`src/common/pps_pkg.sv`:
```
// Purpose: Shared constants for the six-pin port with pin steering.
// Assumes: 32-bit Avalon-MM register bus with byte addresses.
// Notes: Offsets are byte addresses of aligned 32-bit words.
package pps_pkg;

  localparam int PPS_ADDR_W = 8;
  localparam int PPS_PORT_W = 6;

  localparam logic [7:0] PPS_OFS_PIN_VALUE = 8'h00;
  localparam logic [7:0] PPS_OFS_DIRECTION = 8'h04;
  localparam logic [7:0] PPS_OFS_OUT_LATCH = 8'h08;
  localparam logic [7:0] PPS_OFS_ANALOG_SEL = 8'h0C;
  localparam logic [7:0] PPS_OFS_STEERING = 8'h10;

  localparam logic [5:0] PPS_DIR_RST = 6'h3F;
  localparam logic [5:0] PPS_LAT_RST = 6'h00;
  localparam logic [5:0] PPS_ANS_RST = 6'h17;
  localparam logic [7:0] PPS_STEER_RST = 8'h00;

  localparam logic [5:0] PPS_DIR_IMPL = 6'h37;
  localparam logic [5:0] PPS_LAT_IMPL = 6'h37;
  localparam logic [5:0] PPS_ANS_IMPL = 6'h17;
  localparam logic [7:0] PPS_STEER_IMPL = 8'h3B;
  localparam logic [5:0] PPS_INPUT_ONLY = 6'h08;

  localparam int PPS_BIT_INPUT_ONLY = 3;
  localparam int PPS_SEL_SERIAL_OUT = 5;
  localparam int PPS_SEL_SLAVE_SEL = 4;
  localparam int PPS_SEL_TIMER_GATE = 3;
  localparam int PPS_SEL_LOGIC_CELL = 1;
  localparam int PPS_SEL_OSC_GEN = 0;

  localparam logic PPS_WAIT_RST = 1'b1;

endpackage

```
`src/core/pps_sync.sv`:
```
// Purpose: Three-flop input synchroniser with agreement filter.
// Assumes: Inputs are asynchronous to clk.
// Notes: The output follows only when the second and third stages agree.
`timescale 1ns/1ns
`default_nettype none
module pps_sync
  import pps_pkg::*;
#(
  parameter int W = 6
) (
  input wire logic clk,
  input wire logic nrst,
  input wire logic ce,
  input wire logic [W-1:0] din,
  output logic [W-1:0] dout
);

  typedef struct packed {
    logic [W-1:0] s1;
    logic [W-1:0] s2;
    logic [W-1:0] s3;
    logic [W-1:0] q;
  } pps_sync_s;

  pps_sync_s r;
  pps_sync_s next_r;

  always_comb begin
    next_r = r;
    next_r.s1 = din;
    next_r.s2 = r.s1;
    next_r.s3 = r.s2;
    // The first stage is seen only by the second; metastability stays there.
    // Agreeing stages load the new level; disagreeing stages hold the old one.
    next_r.q = (r.s2 & r.s3) | (r.q & (r.s2 ^ r.s3));
  end

  always_ff @(posedge clk or negedge nrst) begin
    if (!nrst) begin
      r <= '0;
    end else if (ce) begin
      r <= next_r;
    end
  end

  assign dout = r.q;

endmodule
`default_nettype wire

```
`src/core/pps_pin_mux.sv`:
```
// Purpose: Output priority and pin steering for port A and port C overrides.
// Assumes: Peripheral enables are levels from same-clock logic.
// Notes: Purely combinational; the top registers every result.
`timescale 1ns/1ns
`default_nettype none
module pps_pin_mux
  import pps_pkg::*;
(
  input wire logic [5:0] latch,
  input wire logic [7:0] steer,
  input wire logic serial_out,
  input wire logic serial_out_en,
  input wire logic logic_cell_output,
  input wire logic logic_cell_en,
  input wire logic osc_generator_output,
  input wire logic osc_generator_en,
  input wire logic comparator_out,
  input wire logic comparator_en,
  input wire logic pwm_out,
  input wire logic pwm_en,
  input wire logic clock_out,
  input wire logic clock_out_en,
  output logic [5:0] pa_value,
  output logic [5:0] pc_value,
  output logic [5:0] pc_en
);

  logic lc_on_pa;
  logic osc_on_pa;
  logic so_on_pa;

  always_comb begin
    lc_on_pa = logic_cell_en & ~steer[PPS_SEL_LOGIC_CELL];
    osc_on_pa = osc_generator_en & steer[PPS_SEL_OSC_GEN];
    so_on_pa = serial_out_en & steer[PPS_SEL_SERIAL_OUT];
    pa_value = latch;
    // Fixed priority, latch lowest; a peripheral takes the value only.
    if (lc_on_pa) begin
      pa_value[2] = logic_cell_output;
    end else if (comparator_en) begin
      pa_value[2] = comparator_out;
    end else if (pwm_en) begin
      pa_value[2] = pwm_out;
    end
    if (clock_out_en) begin
      pa_value[4] = clock_out;
    end else if (osc_on_pa) begin
      pa_value[4] = osc_generator_output;
    end else if (so_on_pa) begin
      pa_value[4] = serial_out;
    end
    pc_value = 6'h00;
    pc_en = 6'h00;
    pc_value[1] = osc_generator_output;
    pc_en[1] = osc_generator_en & ~steer[PPS_SEL_OSC_GEN];
    pc_value[2] = serial_out;
    pc_en[2] = serial_out_en & ~steer[PPS_SEL_SERIAL_OUT];
    pc_value[5] = logic_cell_output;
    pc_en[5] = logic_cell_en & steer[PPS_SEL_LOGIC_CELL];
  end

endmodule
`default_nettype wire

```
`src/core/pps_port.sv`:
```
// Purpose: Six-pin general purpose port with analog select and pin steering.
// Assumes: Avalon-MM slave, 32-bit data, one wait state per access.
// Notes: Port C overrides leave port C direction to its own port logic.
//
// Operation
// Port A has six two-way pins with direction, latch and readback bits; the code makes bit 3 input only.
// Direction 1 turns the driver off; 0 drives the latch value out.
// Bit 3 is input only; its direction bit always reads 1.
// Pin value reads give pin levels; writes store into the output latch.
// Writing the output latch equals writing the pin value register.
// Reading the output latch returns latch contents, not pin levels.
// Pin value writes merge sampled pin levels with data into the latch.
// Analog select disables the pin's digital input buffer.
// Digital reads of analog pins return 0.
// Direction still controls the driver while a pin is analog.
// Analog select never affects digital output drive.
// Implemented analog select bits reset to 1.
// An enabled peripheral owns the pin value; the pin stays readable.
// Steering never alters direction; overrides reach only the chosen pin.
// Steering bit 5 puts serial out on port A bit 4, else port C bit 2.
// Steering bit 4 takes slave select from port A bit 3, else port C bit 3.
// Steering bit 3 takes timer gate from port A bit 3, else bit 4.
// Steering bit 1 puts logic cell on port C bit 5, else port A bit 2.
// Steering bit 0 puts oscillator on port A bit 4, else port C bit 1.
// Steering bits 7, 6, 2 read 0; implemented bits reset to 0.
// Highest priority enabled output owns a pin; the latch is lowest.
// Implemented direction bits reset to 1.
// Pin inputs are synchronised before reads and merges.
`timescale 1ns/1ns
`default_nettype none
module pps_port
  import pps_pkg::*;
#(
  parameter int ADDR_W = PPS_ADDR_W
) (
  input wire logic clk,
  input wire logic nrst,
  input wire logic ce,
  input wire logic [ADDR_W-1:0] address,
  input wire logic read,
  input wire logic write,
  input wire logic [31:0] writedata,
  input wire logic [3:0] byteenable,
  output logic [31:0] readdata,
  output logic waitrequest,
  input wire logic [5:0] pa_in,
  output logic [5:0] pa_out,
  output logic [5:0] pa_oe,
  input wire logic pc_bit3_in,
  output logic [5:0] pc_override_value,
  output logic [5:0] pc_override_en,
  input wire logic serial_out,
  input wire logic serial_out_en,
  input wire logic logic_cell_output,
  input wire logic logic_cell_en,
  input wire logic osc_generator_output,
  input wire logic osc_generator_en,
  input wire logic comparator_out,
  input wire logic comparator_en,
  input wire logic pwm_out,
  input wire logic pwm_en,
  input wire logic clock_out,
  input wire logic clock_out_en,
  output logic timer_gate_input,
  output logic slave_select_input_n
);

  typedef struct packed {
    logic [5:0] direction;
    logic [5:0] latch;
    logic [5:0] analog_sel;
    logic [7:0] steering;
    logic wait_busy;
    logic [31:0] rdata;
    logic [5:0] out_val;
    logic [5:0] out_en;
    logic [5:0] pc_val;
    logic [5:0] pc_en;
    logic tgate;
    logic ss_n;
  } pps_port_s;

  pps_port_s r;
  pps_port_s next_r;

  logic [6:0] pin_sync;
  logic [5:0] pa_sync;
  logic pc3_sync;
  logic [5:0] pa_digital;
  logic [5:0] mux_pa;
  logic [5:0] mux_pc_val;
  logic [5:0] mux_pc_en;
  logic [7:0] word_ofs;
  logic req;
  logic [5:0] merged;


  pps_sync #(
    .W(7)
  ) u_sync (
    .clk(clk),
    .nrst(nrst),
    .ce(ce),
    .din({pc_bit3_in, pa_in}),
    .dout(pin_sync)
  );

  assign pa_sync = pin_sync[5:0];
  assign pc3_sync = pin_sync[6];

  pps_pin_mux u_mux (
    .latch(r.latch),
    .steer(r.steering),
    .serial_out(serial_out),
    .serial_out_en(serial_out_en),
    .logic_cell_output(logic_cell_output),
    .logic_cell_en(logic_cell_en),
    .osc_generator_output(osc_generator_output),
    .osc_generator_en(osc_generator_en),
    .comparator_out(comparator_out),
    .comparator_en(comparator_en),
    .pwm_out(pwm_out),
    .pwm_en(pwm_en),
    .clock_out(clock_out),
    .clock_out_en(clock_out_en),
    .pa_value(mux_pa),
    .pc_value(mux_pc_val),
    .pc_en(mux_pc_en)
  );

  always_comb begin
    next_r = r;
    word_ofs = 8'h00;
    word_ofs[ADDR_W-1:2] = address[ADDR_W-1:2];
    req = read | write;
    // Analog pins have their input buffer off and read as zero.
    pa_digital = pa_sync & ~r.analog_sel;
    // With the low lane disabled a pin value write keeps sampled levels.
    merged = byteenable[0] ? writedata[5:0] : pa_digital;

    // One wait state: the answer is prepared, then taken at the next edge.
    if (req && r.wait_busy) begin
      next_r.wait_busy = 1'b0;
      next_r.rdata = 32'h0000_0000;
      if (read) begin
        case (word_ofs)
          PPS_OFS_PIN_VALUE: next_r.rdata[5:0] = pa_digital;
          PPS_OFS_DIRECTION: next_r.rdata[5:0] = r.direction | PPS_INPUT_ONLY;
          PPS_OFS_OUT_LATCH: next_r.rdata[5:0] = r.latch;
          PPS_OFS_ANALOG_SEL: next_r.rdata[5:0] = r.analog_sel;
          PPS_OFS_STEERING: next_r.rdata[7:0] = r.steering;
          default: next_r.rdata = 32'h0000_0000;
        endcase
      end
    end else begin
      next_r.wait_busy = PPS_WAIT_RST;
      if (write && !r.wait_busy) begin
        case (word_ofs)
          PPS_OFS_PIN_VALUE: begin
            next_r.latch = merged & PPS_LAT_IMPL;
          end
          PPS_OFS_OUT_LATCH: begin
            next_r.latch = merged & PPS_LAT_IMPL;
          end
          PPS_OFS_DIRECTION: begin
            if (byteenable[0]) begin
              next_r.direction = (writedata[5:0] & PPS_DIR_IMPL) | PPS_INPUT_ONLY;
            end
          end
          PPS_OFS_ANALOG_SEL: begin
            if (byteenable[0]) begin
              next_r.analog_sel = writedata[5:0] & PPS_ANS_IMPL;
            end
          end
          PPS_OFS_STEERING: begin
            if (byteenable[0]) begin
              next_r.steering = writedata[7:0] & PPS_STEER_IMPL;
            end
          end
          default: begin
            next_r.latch = r.latch;
          end
        endcase
      end
    end

    // Driver follows direction only; analog select and steering never touch it.
    next_r.out_en = ~r.direction & ~PPS_INPUT_ONLY;
    next_r.out_val = mux_pa;
    next_r.pc_val = mux_pc_val;
    next_r.pc_en = mux_pc_en;

    if (r.steering[PPS_SEL_TIMER_GATE]) begin
      next_r.tgate = pa_digital[3];
    end else begin
      next_r.tgate = pa_digital[4];
    end
    if (r.steering[PPS_SEL_SLAVE_SEL]) begin
      next_r.ss_n = pa_digital[3];
    end else begin
      next_r.ss_n = pc3_sync;
    end
  end

  always_ff @(posedge clk or negedge nrst) begin
    if (!nrst) begin
      r.direction <= PPS_DIR_RST;
      r.latch <= PPS_LAT_RST;
      r.analog_sel <= PPS_ANS_RST;
      r.steering <= PPS_STEER_RST;
      r.wait_busy <= PPS_WAIT_RST;
      r.rdata <= 32'h0000_0000;
      r.out_val <= 6'h00;
      r.out_en <= 6'h00;
      r.pc_val <= 6'h00;
      r.pc_en <= 6'h00;
      r.tgate <= 1'b0;
      r.ss_n <= 1'b1;
    end else if (ce) begin
      r <= next_r;
    end
  end

  assign readdata = r.rdata;
  assign waitrequest = r.wait_busy;
  assign pa_out = r.out_val;
  assign pa_oe = r.out_en;
  assign pc_override_value = r.pc_val;
  assign pc_override_en = r.pc_en;
  assign timer_gate_input = r.tgate;
  assign slave_select_input_n = r.ss_n;

endmodule
`default_nettype wire

```
`config.mk`:
```
export PLATFORM = sky130hd
export DESIGN_NAME = pps_port
export DESIGN_NICKNAME = d
export VERILOG_FILES = /design/src/common/pps_pkg.sv /design/src/core/pps_sync.sv /design/src/core/pps_pin_mux.sv /design/src/core/pps_port.sv
export SDC_FILE = /design/constraint.sdc
export NUM_CORES = 1
export LEC_CHECK = 0
export BUFFER_PORTS_ARGS = -buffer_cell sky130_fd_sc_hd__buf_2
export CORE_MARGIN = 2
export CORE_UTILIZATION = 52
export DETAILED_ROUTE_END_ITERATION = 12
export HOLD_SLACK_MARGIN = 0.06
export PLACE_DENSITY = 0.84
export RECOVER_POWER = 25
export SYNTH_ARGS = -nofsm -noshare
export SYNTH_HDL_FRONTEND = slang
export SYNTH_HIERARCHICAL = 1
export SYNTH_SLANG_ARGS = --single-unit
```
`constraint.sdc`:
```
create_clock -name clk -period 1.6 [get_ports clk]
set_input_delay 0.32 -clock clk [delete_from_list [all_inputs] [get_ports clk]]
set_output_delay 0.32 -clock clk [all_outputs]
set_load 0.02 [all_outputs]
```
Word-level counts from Yosys, hierarchy flattened:

Cells that the tools add are included.

* equality and inequality tests: 4
* mux-type cells: 12
* bitwise logic cells: 18
* reductions and logical operators: 10

Operators by type and width (number)
* $pmux 6 s5: 1
* $reduce_and 5->1: 3
* $and 7x7->7: 2
* $eq 6x2->1 const B: 2
* $mux 6: 2
* $mux 1: 9
* $or 7x7->7: 1
* $xor 7x7->7: 1
* $and 1x1->1: 6
* $and 6x6->6: 1
* $eq 6x1->1 const B: 1
* $eq 6x3->1 const B: 1
* $logic_not 6->1: 1
* $not 5->6: 1
* $not 6->6: 1
* $not 1->1: 4
* $reduce_and 4->1: 1
* $logic_and 1x1->1: 2
* $reduce_and 2->1: 1
* $reduce_or 2->1: 1
* $logic_not 1->1: 1
* $or 1x1->1: 1

* register bits: 98
* output and inout port bits: 59
* word-level logic and storage cells: 60

Logic depth before layout (Yosys ltp):

Gate-level depths: netlist of the first run.

* depth after elaboration: 4
* mapped depth: 6
* depth with buffers taken out: 4

Modules after synthesis:

Netlist of the first run, hierarchy kept.

Modules (own cells, without submodules)
* pps_port: times used 1, cells each 239, area each 2720.1 um^2
* pps_sync: times used 1, cells each 81, area each 1306.3 um^2
* pps_pin_mux: times used 1, cells each 29, area each 209.0 um^2

Worst setup path before layout of the first run:

No wires, ideal clock.

* path type: input port to flip-flop
* start point: input port address[5]
* end point: register r[67] in the netlist's numbering
* library setup time: 0.082 ns
* arrival: 1.541 ns
* data required time: 1.518 ns
* slack: -0.024 ns
* cell stages on the path: 5
* cell sequence: nor4_4 -> and3_4 -> and3_1 -> buf_6 -> mux2_4

* cells in the longest elaborated chain, start to end: 2

Ends and longest elaborated chain
* start: declaration: RTL line pps_port.sv:39 `input wire logic [ADDR_W-1:0] address,`
* $eq 6x2->1: RTL line pps_port.sv:158 `case (word_ofs)`
* $reduce_and 5->1 (no source line)
* end signal: assignment: RTL line pps_port.sv:220 `r <= next_r;`
* end: declaration: RTL line pps_port.sv:83 `pps_port_s r;`

No other way between the ends.
A chain may end at the register's enable or synchronous reset.

Final worst setup path of the first run:

* start point: register r (netlist bit waitrequest)
* end point: register r (netlist bit readdata[1])

* cells in the longest elaborated chain, start to end: 2

Ends and longest elaborated chain
* $logic_and 1x1->1: RTL line pps_port.sv:142 `if (req && r.wait_busy) begin`
* $reduce_and 2->1 (no source line)

No other way between the ends.

==> flow_summary_export.csv, run 1 <==
group,metric,value,unit
status,status,"completed",
yosys,synth_flop_cell,"dfrtp_1",
yosys,yosys.area.top_type_share,40.2,%
clock_tree,clk_pin_slew,0.08,ns
placed_design,dp_hpwl,5610,um
worst_setup_path,required,1.82,ns
worst_setup_path,path_class,"reg -> reg",
yosys,synth_area_per_cell,12.1,um^2
timing,rsz0062_at_grt,"no",
yosys,yosys-top-cells-area,"dfrtp_1, buf_4, mux2_4",
worst_setup_path,start_kind,"register",
power,leakagePower,2.30,nW
routing,first_pass_iters,4,
floorplan,initial_core_util,54.2,%
timing,worstMarginPinSlew,0.775,ns
worst_hold_path,hold_class,"in -> reg",
floorplan,die_w,94.3,um
power,power,0.00515,W
layout,num-fill-cells,659,
layout,regArea,1990,um^2
yosys,yosys_warnings,6,
yosys,synthArstFlopShare,100,%
worst_setup_path,critPathCaptureType,"register",
layout,drive_gt1_share,44.8,%
routing,drt_iter0_drc,91,
yosys,synth_top_area_cell,"dfrtp_1",
yosys,syn_area,4240,um^2
clock_tree,tritoncts,"done",
layout,fin_area,4620,um^2
grt,antenna_found_initial,0,
layout,diodes,0,
clock_tree,insertion_delay,0.35,ns
grt,use_met2,28.6,%
grt,grtUsageTotal,17.9,%
grt,use_met3,4.01,%
floorplan,fp.dieArea,8880,um^2
power,peakVddDrop,0.559,mV
timing,timing.fmax,650,MHz
worst_setup_path,path_cells,"buf_4, o211ai_1, buf_4, a21oi_1, a21oi_1",
layout,area_delta_synth_final,9.04,%
timing,slew_violations,0,
grt,grt_overflow,0,
placed_design,pre_cts_ws,-0.208,ns
clock_tree,cts-root-buf,"clkbuf_8",
timing,fin_ws,0.0614,ns
placed_design,post_dp_cell_area,4350,um^2
power,p_per_area,1120,nW/um^2
clock_tree,htreeDepth,3,
yosys,ys_ff_latch,79,
layout,multiInputGateArea,1680,um^2
timing,finalSetupViolCount,0,
floorplan,coreArea,7810,um^2
floorplan,num_io_pins,127,
grt,grt_max_degree,50,
placed_design,dp_cells,484,
timing,finalHoldViolCount,0,
yosys,yosysSeqAreaShare,47.0,%
floorplan,num_rows,32,
grt,grt_pass1_vias,2434,
yosys,synth_edf_count,0,
worst_setup_path,crit_path_top_delay_cell,"dfstp_2",
routing,vias,2599,
timing,clock_skew,0.00711,ns
routing,ant_nets,0,
placed_design,io_buffers,68,
clock_tree,clockBufferDepth,2,
routing,wl,7640,um
timing,post-route-min-period,1.54,ns
grt,gr-max-usage-layer,"met2",
grt,grt_use_met1,23.5,%
routing,wl_per_cell,15.2,um
placed_design,gp_congestion,0.880,
worst_setup_path,path_max_fanout,8,
worst_setup_path,max_stage_delay,0.54,ns
yosys,ys_types,41,
layout,stdcell_count,504,
worst_setup_path,critPathArrivalTime,1.76,ns
routing,drcViolationCount,0,
timing,slew_headroom,48.3,%
yosys,syn-instance-count,349,
floorplan,dieHeight,94.3,um
layout,nets,472,
clock_tree,cts_buffers,9,
clock_tree,cts.sinks,79,
run,maxCapViolations,0,
grt,grt_pass1_wl,12000,um
routing,viasPerCell,5.16,
timing,fin_crit_sh,96.2,%
clock_tree,cts_resized,0,
-- per-layer routing --
| metal | vias to the layer above | routed length (um) |
|---|---|---|
| li1 | 1199 | - |
| met1 | 1289 | 3280 |
| met2 | 98 | 3650 |
| met3 | 13 | 577 |
| met4 | 0 | 136 |
| met5 | - | 0 |
-- critical path, delay by kind of cell, from the launching register on --
family                 cells  cell delay, ns
AOI/OAI and AO/OA          3            0.50
buffers and inverters      2            0.37
DFF                        1            0.54
-- placed cells by master, fill, tap and decap left out, drive strengths merged, types with 9 or more instances in the layout --
cell type  Yosys  routed
nand2b        11      11
nand2         10      10
mux2i         10      10
conb           2      34
a21oi         14      14
mux2          56      56
dfrtp         68      68
clkbuf         5      14
inv            9       9
o21ai         13      13
buf           83      89
dfstp         11      11
-- power breakdown --
| part | total, W | internal (W) | switching (W) |
|---|---|---|---|
| sequential | 0.00243 | 0.00225 | 0.000172 |
| clock | 0.00176 | 0.00104 | 0.000719 |
| combinational | 0.000966 | 0.000469 | 0.000496 |
| total | 0.00515 | 0.00376 | 0.00139 |
-- through the flow --
step | TNS [ns] | hold WS (ns) | util, %
after global placement | -2.49 | 0.281 | 55.8
after floorplan | -0.0950 | 0.0244 | -
after global routing | 0 | 0.180 | 59.2
final | 0 | 0.190 | 59.2
after detailed placement | -2.84 | 0.278 | 55.8
after CTS | 0 | 0.178 | 58.9
-- worst paths after layout --
check	startpoint	endpoint	slack (ns)	cells after the start
min in group asynchronous	nrst	pa_out[1]$_DFFE_PN0P_	0.57	2
max	waitrequest$_DFFE_PN1P_	readdata[1]$_DFFE_PN0P_	0.06	5
min	pa_in[4]	u_sync/next_r[18]$_DFFE_PN0P_	0.19	2
min reg2reg	readdata[2]$_DFFE_PN0P_	readdata[2]$_DFFE_PN0P_	0.50	1
max reg2reg	waitrequest$_DFFE_PN1P_	readdata[1]$_DFFE_PN0P_	0.06	5
max in group asynchronous	nrst	slave_select_input_n$_DFFE_PN1P_	0.31	3
-- synthesized netlist by cell type (2+ instances only) --
master    number
dfstp_2       11
nor3_1         2
ha_1           7
nor2b_1        3
mux2_4        26
nor2_1         6
and3_1         4
clkbuf_1       5
o21ai_0       12
buf_4         76
a22o_1         7
nand2_1       10
mux2_2        30
mux2i_1       10
a32o_1         2
a221oi_1       3
buf_6          5
nand3_1        8
a21oi_1       14
conb_1         2
inv_1          9
nand2b_1      11
dfrtp_1       68
-- flip-flops by register name (all words and copies together) (netlist names) --
register              cells
u_sync/r                  7
slave_select_input_n      1
r                        19
pa_oe                     5
u_sync/next_r            14
pc_override_value         6
waitrequest               1
pa_out                    6
readdata                  6
pc_override_en            6
u_sync/dout               7
timer_gate_input          1
-- logic make-up after synthesis --
logic type	Yosys count	share of synthesized area, %
adder cells (fa/ha/maj)	7	2.07
AND/OR/NAND/NOR	52	7.30
other	2	0.177
multiplexers	67	20.1
buffers and inverters	97	16.2
AO/OA/AOI/OAI	45	7.12
flip-flops	79	47.0
-- final cells by class --
| class | count | share of cell area, % |
|---|---|---|
| sequential | 79 | 43.1 |
| multi-input combinational | 205 | 36.3 |
| timing repair buffer | 93 | 11.9 |
| clock buffer | 11 | 2.84 |
| tap | 102 | 2.76 |
| clock inverter | 5 | 2.30 |
| inverter | 9 | 0.732 |
-- what timing repair did --
| item | in CTS | in global routing |
|---|---|---|
| setup buffers | 0 | 3 |
| setup endpoints to repair | 0 | 3 |
| hold endpoints to repair | 23 | 0 |
| hold buffers | 1 | 0 |
(Power assumes the default switching activity.)
==> run 2: changes to the inputs <==
CORE_ASPECT_RATIO = 1.2   (was not set)
GPL_TIMING_DRIVEN = 0   (was not set)
==> flow_summary_export.csv, run 2 (same netlist as run 1, synthesis figures left out) <==
group,metric,value,unit
status,status,"completed",
clock_tree,insertion_delay,0.36,ns
layout,most-common-layout-cells,"buf_4, dfrtp_1, buf_2",
worst_setup_path,critPathArrivalTime,1.83,ns
power,p_per_area,976,nW/um^2
grt,grt_pass1_wl,13700,um
worst_hold_path,min_path_cells,2,
layout,final_common_cell,"buf_4",
timing,finalHoldViolCount,0,
worst_setup_path,path_class,"reg -> reg",
worst_setup_path,critPathCaptureType,"register",
timing,slew_violations,0,
worst_setup_path,rrSetupSlack,0.06,ns
layout,nets,543,
routing,wl,8650,um
timing,worstMarginPinSlew,0.776,ns
timing,post-route-min-period,1.54,ns
layout,largest_register,"r",
worst_setup_path,reg2reg_depth,5,
grt,grt_pass1_vias,2846,
layout,largest_register_ffs,19,
timing,timing.fmax,648,MHz
power,netSwitchingFraction,29.0,%
worst_setup_path,max_stage_delay,0.39,ns
layout,drive_gt1_share,50.6,%
floorplan,die_w,86.4,um
run,maxCapViolations,0,
worst_hold_path,hold_class,"in -> reg",
clock_tree,tritoncts,"done",
worst_setup_path,crit_buf_inv,1,
worst_setup_path,crit_path_top_delay_cell,"dfstp_2",
routing,vias,2868,
worst_setup_path,cp_top_family,"simple AND/OR/NAND/NOR gates",
clock_tree,cts.sinks,79,
layout,area_delta_synth_final,18.9,%
timing,fin_tns_setup,0,ns
grt,antenna_found_initial,0,
placed_design,dp_cells,544,
power,power_frac_comb,24.4,%
power,p_clk_share,26.3,%
routing,drcViolationCount,0,
routing,first_pass_iters,4,
layout,diodes,0,
clock_tree,cts_buffers,9,
power,peakVddDrop,0.522,mV
power,p_sw,0.00142,W
floorplan,initial_core_util,52.8,%
clock_tree,clockBufferDepth,2,
worst_setup_path,start_kind,"register",
floorplan,dieHeight,103,um
timing,rsz0062_at_grt,"yes",
power,power,0.00491,W
routing,drt_iter0_drc,198,
worst_setup_path,required,1.89,ns
timing,clock_skew,0.00858,ns
routing,wl_per_cell,15.3,um
routing,ant_nets,0,
worst_hold_path,hold_end,"u_sync/next_r[20]$_DFFE_PN0P_",
worst_setup_path,path_max_fanout,5,
floorplan,coreArea,8020,um^2
placed_design,gp_congestion,0.842,
worst_setup_path,rr_endpoint,"r[83]$_DFFE_PN1P_",
grt,grtUsageTotal,20.4,%
power,power.sequential.fraction,49.3,%
placed_design,io_buffers,67,
worst_setup_path,reg2reg_from,"waitrequest$_DFFE_PN1P_",
clock_tree,cts-root-buf,"clkbuf_8",
worst_setup_path,path_cells,"and3b_2, nand3_2, nor3_4, buf_12, mux2_2",
worst_hold_path,hp-start,"pc_bit3_in",
timing,slew_headroom,48.3,%
floorplan,fp.dieArea,8890,um^2
power,p_int,0.00349,W
timing,hold_ws,0.178,ns
layout,stdcell_count,567,
floorplan,num_rows,36,
grt,grt_max_degree,51,
power,leakagePower,2.59,nW
clock_tree,htreeDepth,3,
floorplan,num_io_pins,127,
timing,finalSetupViolCount,0,
grt,grt_overflow,0,
timing,fin_crit_sh,96.5,%
routing,viasPerCell,5.06,
placed_design,dp_hpwl,6290,um
clock_tree,clk_pin_slew,0.08,ns
## run 2: layout make-up
class | count | area, um^2
sequential | 79 | 1990
multi-input combinational | 205 | 1660
clock inverter | 4 | 22.5
timing repair buffer | 76 | 438
tap | 95 | 119
inverter | 9 | 33.8
buffer | 88 | 627
clock buffer | 11 | 141
fill | 649 | 2980
## run 2: how the worst max path moves through the flow
stage	end	startpoint	cells past startpoint
2_1_floorplan	r[67]$_DFFE_PN1P_	address[5]	5
3_3_place_gp	r[84]$_DFFE_PN1P_	address[5]	5
3_5_place_dp	r[83]$_DFFE_PN1P_	address[5]	5
4_1_cts	r[80]$_DFFE_PN1P_	waitrequest$_DFFE_PN1P_	5
5_1_grt	r[79]$_DFFE_PN1P_	waitrequest$_DFFE_PN1P_	5
6_report	r[83]$_DFFE_PN1P_	waitrequest$_DFFE_PN1P_	5
## run 2: repair_timing
| item | in CTS | in global routing |
|---|---|---|
| pin swaps | 2 | 1 |
| setup buffers | 4 | 3 |
| hold buffers | 1 | 0 |
| gates resized for setup | 1 | 2 |
| hold endpoints to repair | 26 | 0 |
| setup endpoints to repair | 6 | 12 |
## run 2: power by group through the flow
stage / Sequential (W) / Combinational (W) / Clock [W]
finish: 0.00242 / 0.00120 / 0.00129
global route: 0.00246 / 0.00131 / 0.00140
CTS: 0.00243 / 0.00122 / 0.00132
detailed placement: 0.00246 / 0.00121 / 0
global placement: 0.00244 / 0.00115 / 0
floorplan: 0.00242 / 0.000900 / 0
## run 2: through the flow
step                setup WS [ns]  utilization [%]  instance area, um^2
finish                     0.0564             62.8                 5040
global route             -0.00470             62.8                 5040
CTS                        0.0125             63.1                 5060
detailed placement         -0.452             60.4                 4840
global placement           -0.387             60.0                 4810
floorplan                 -0.0237                -                 4360
## run 2: routing by layer
metal,GRT usage (%),part of all wire [%],up-vias,wire length (um)
met4,12.9,4.2,0,359
met5,0,0,-,0
li1,-,-,1338,-
met1,24.5,40,1377,3440
met3,3.60,6.4,31,556
met2,34.2,50,122,4290
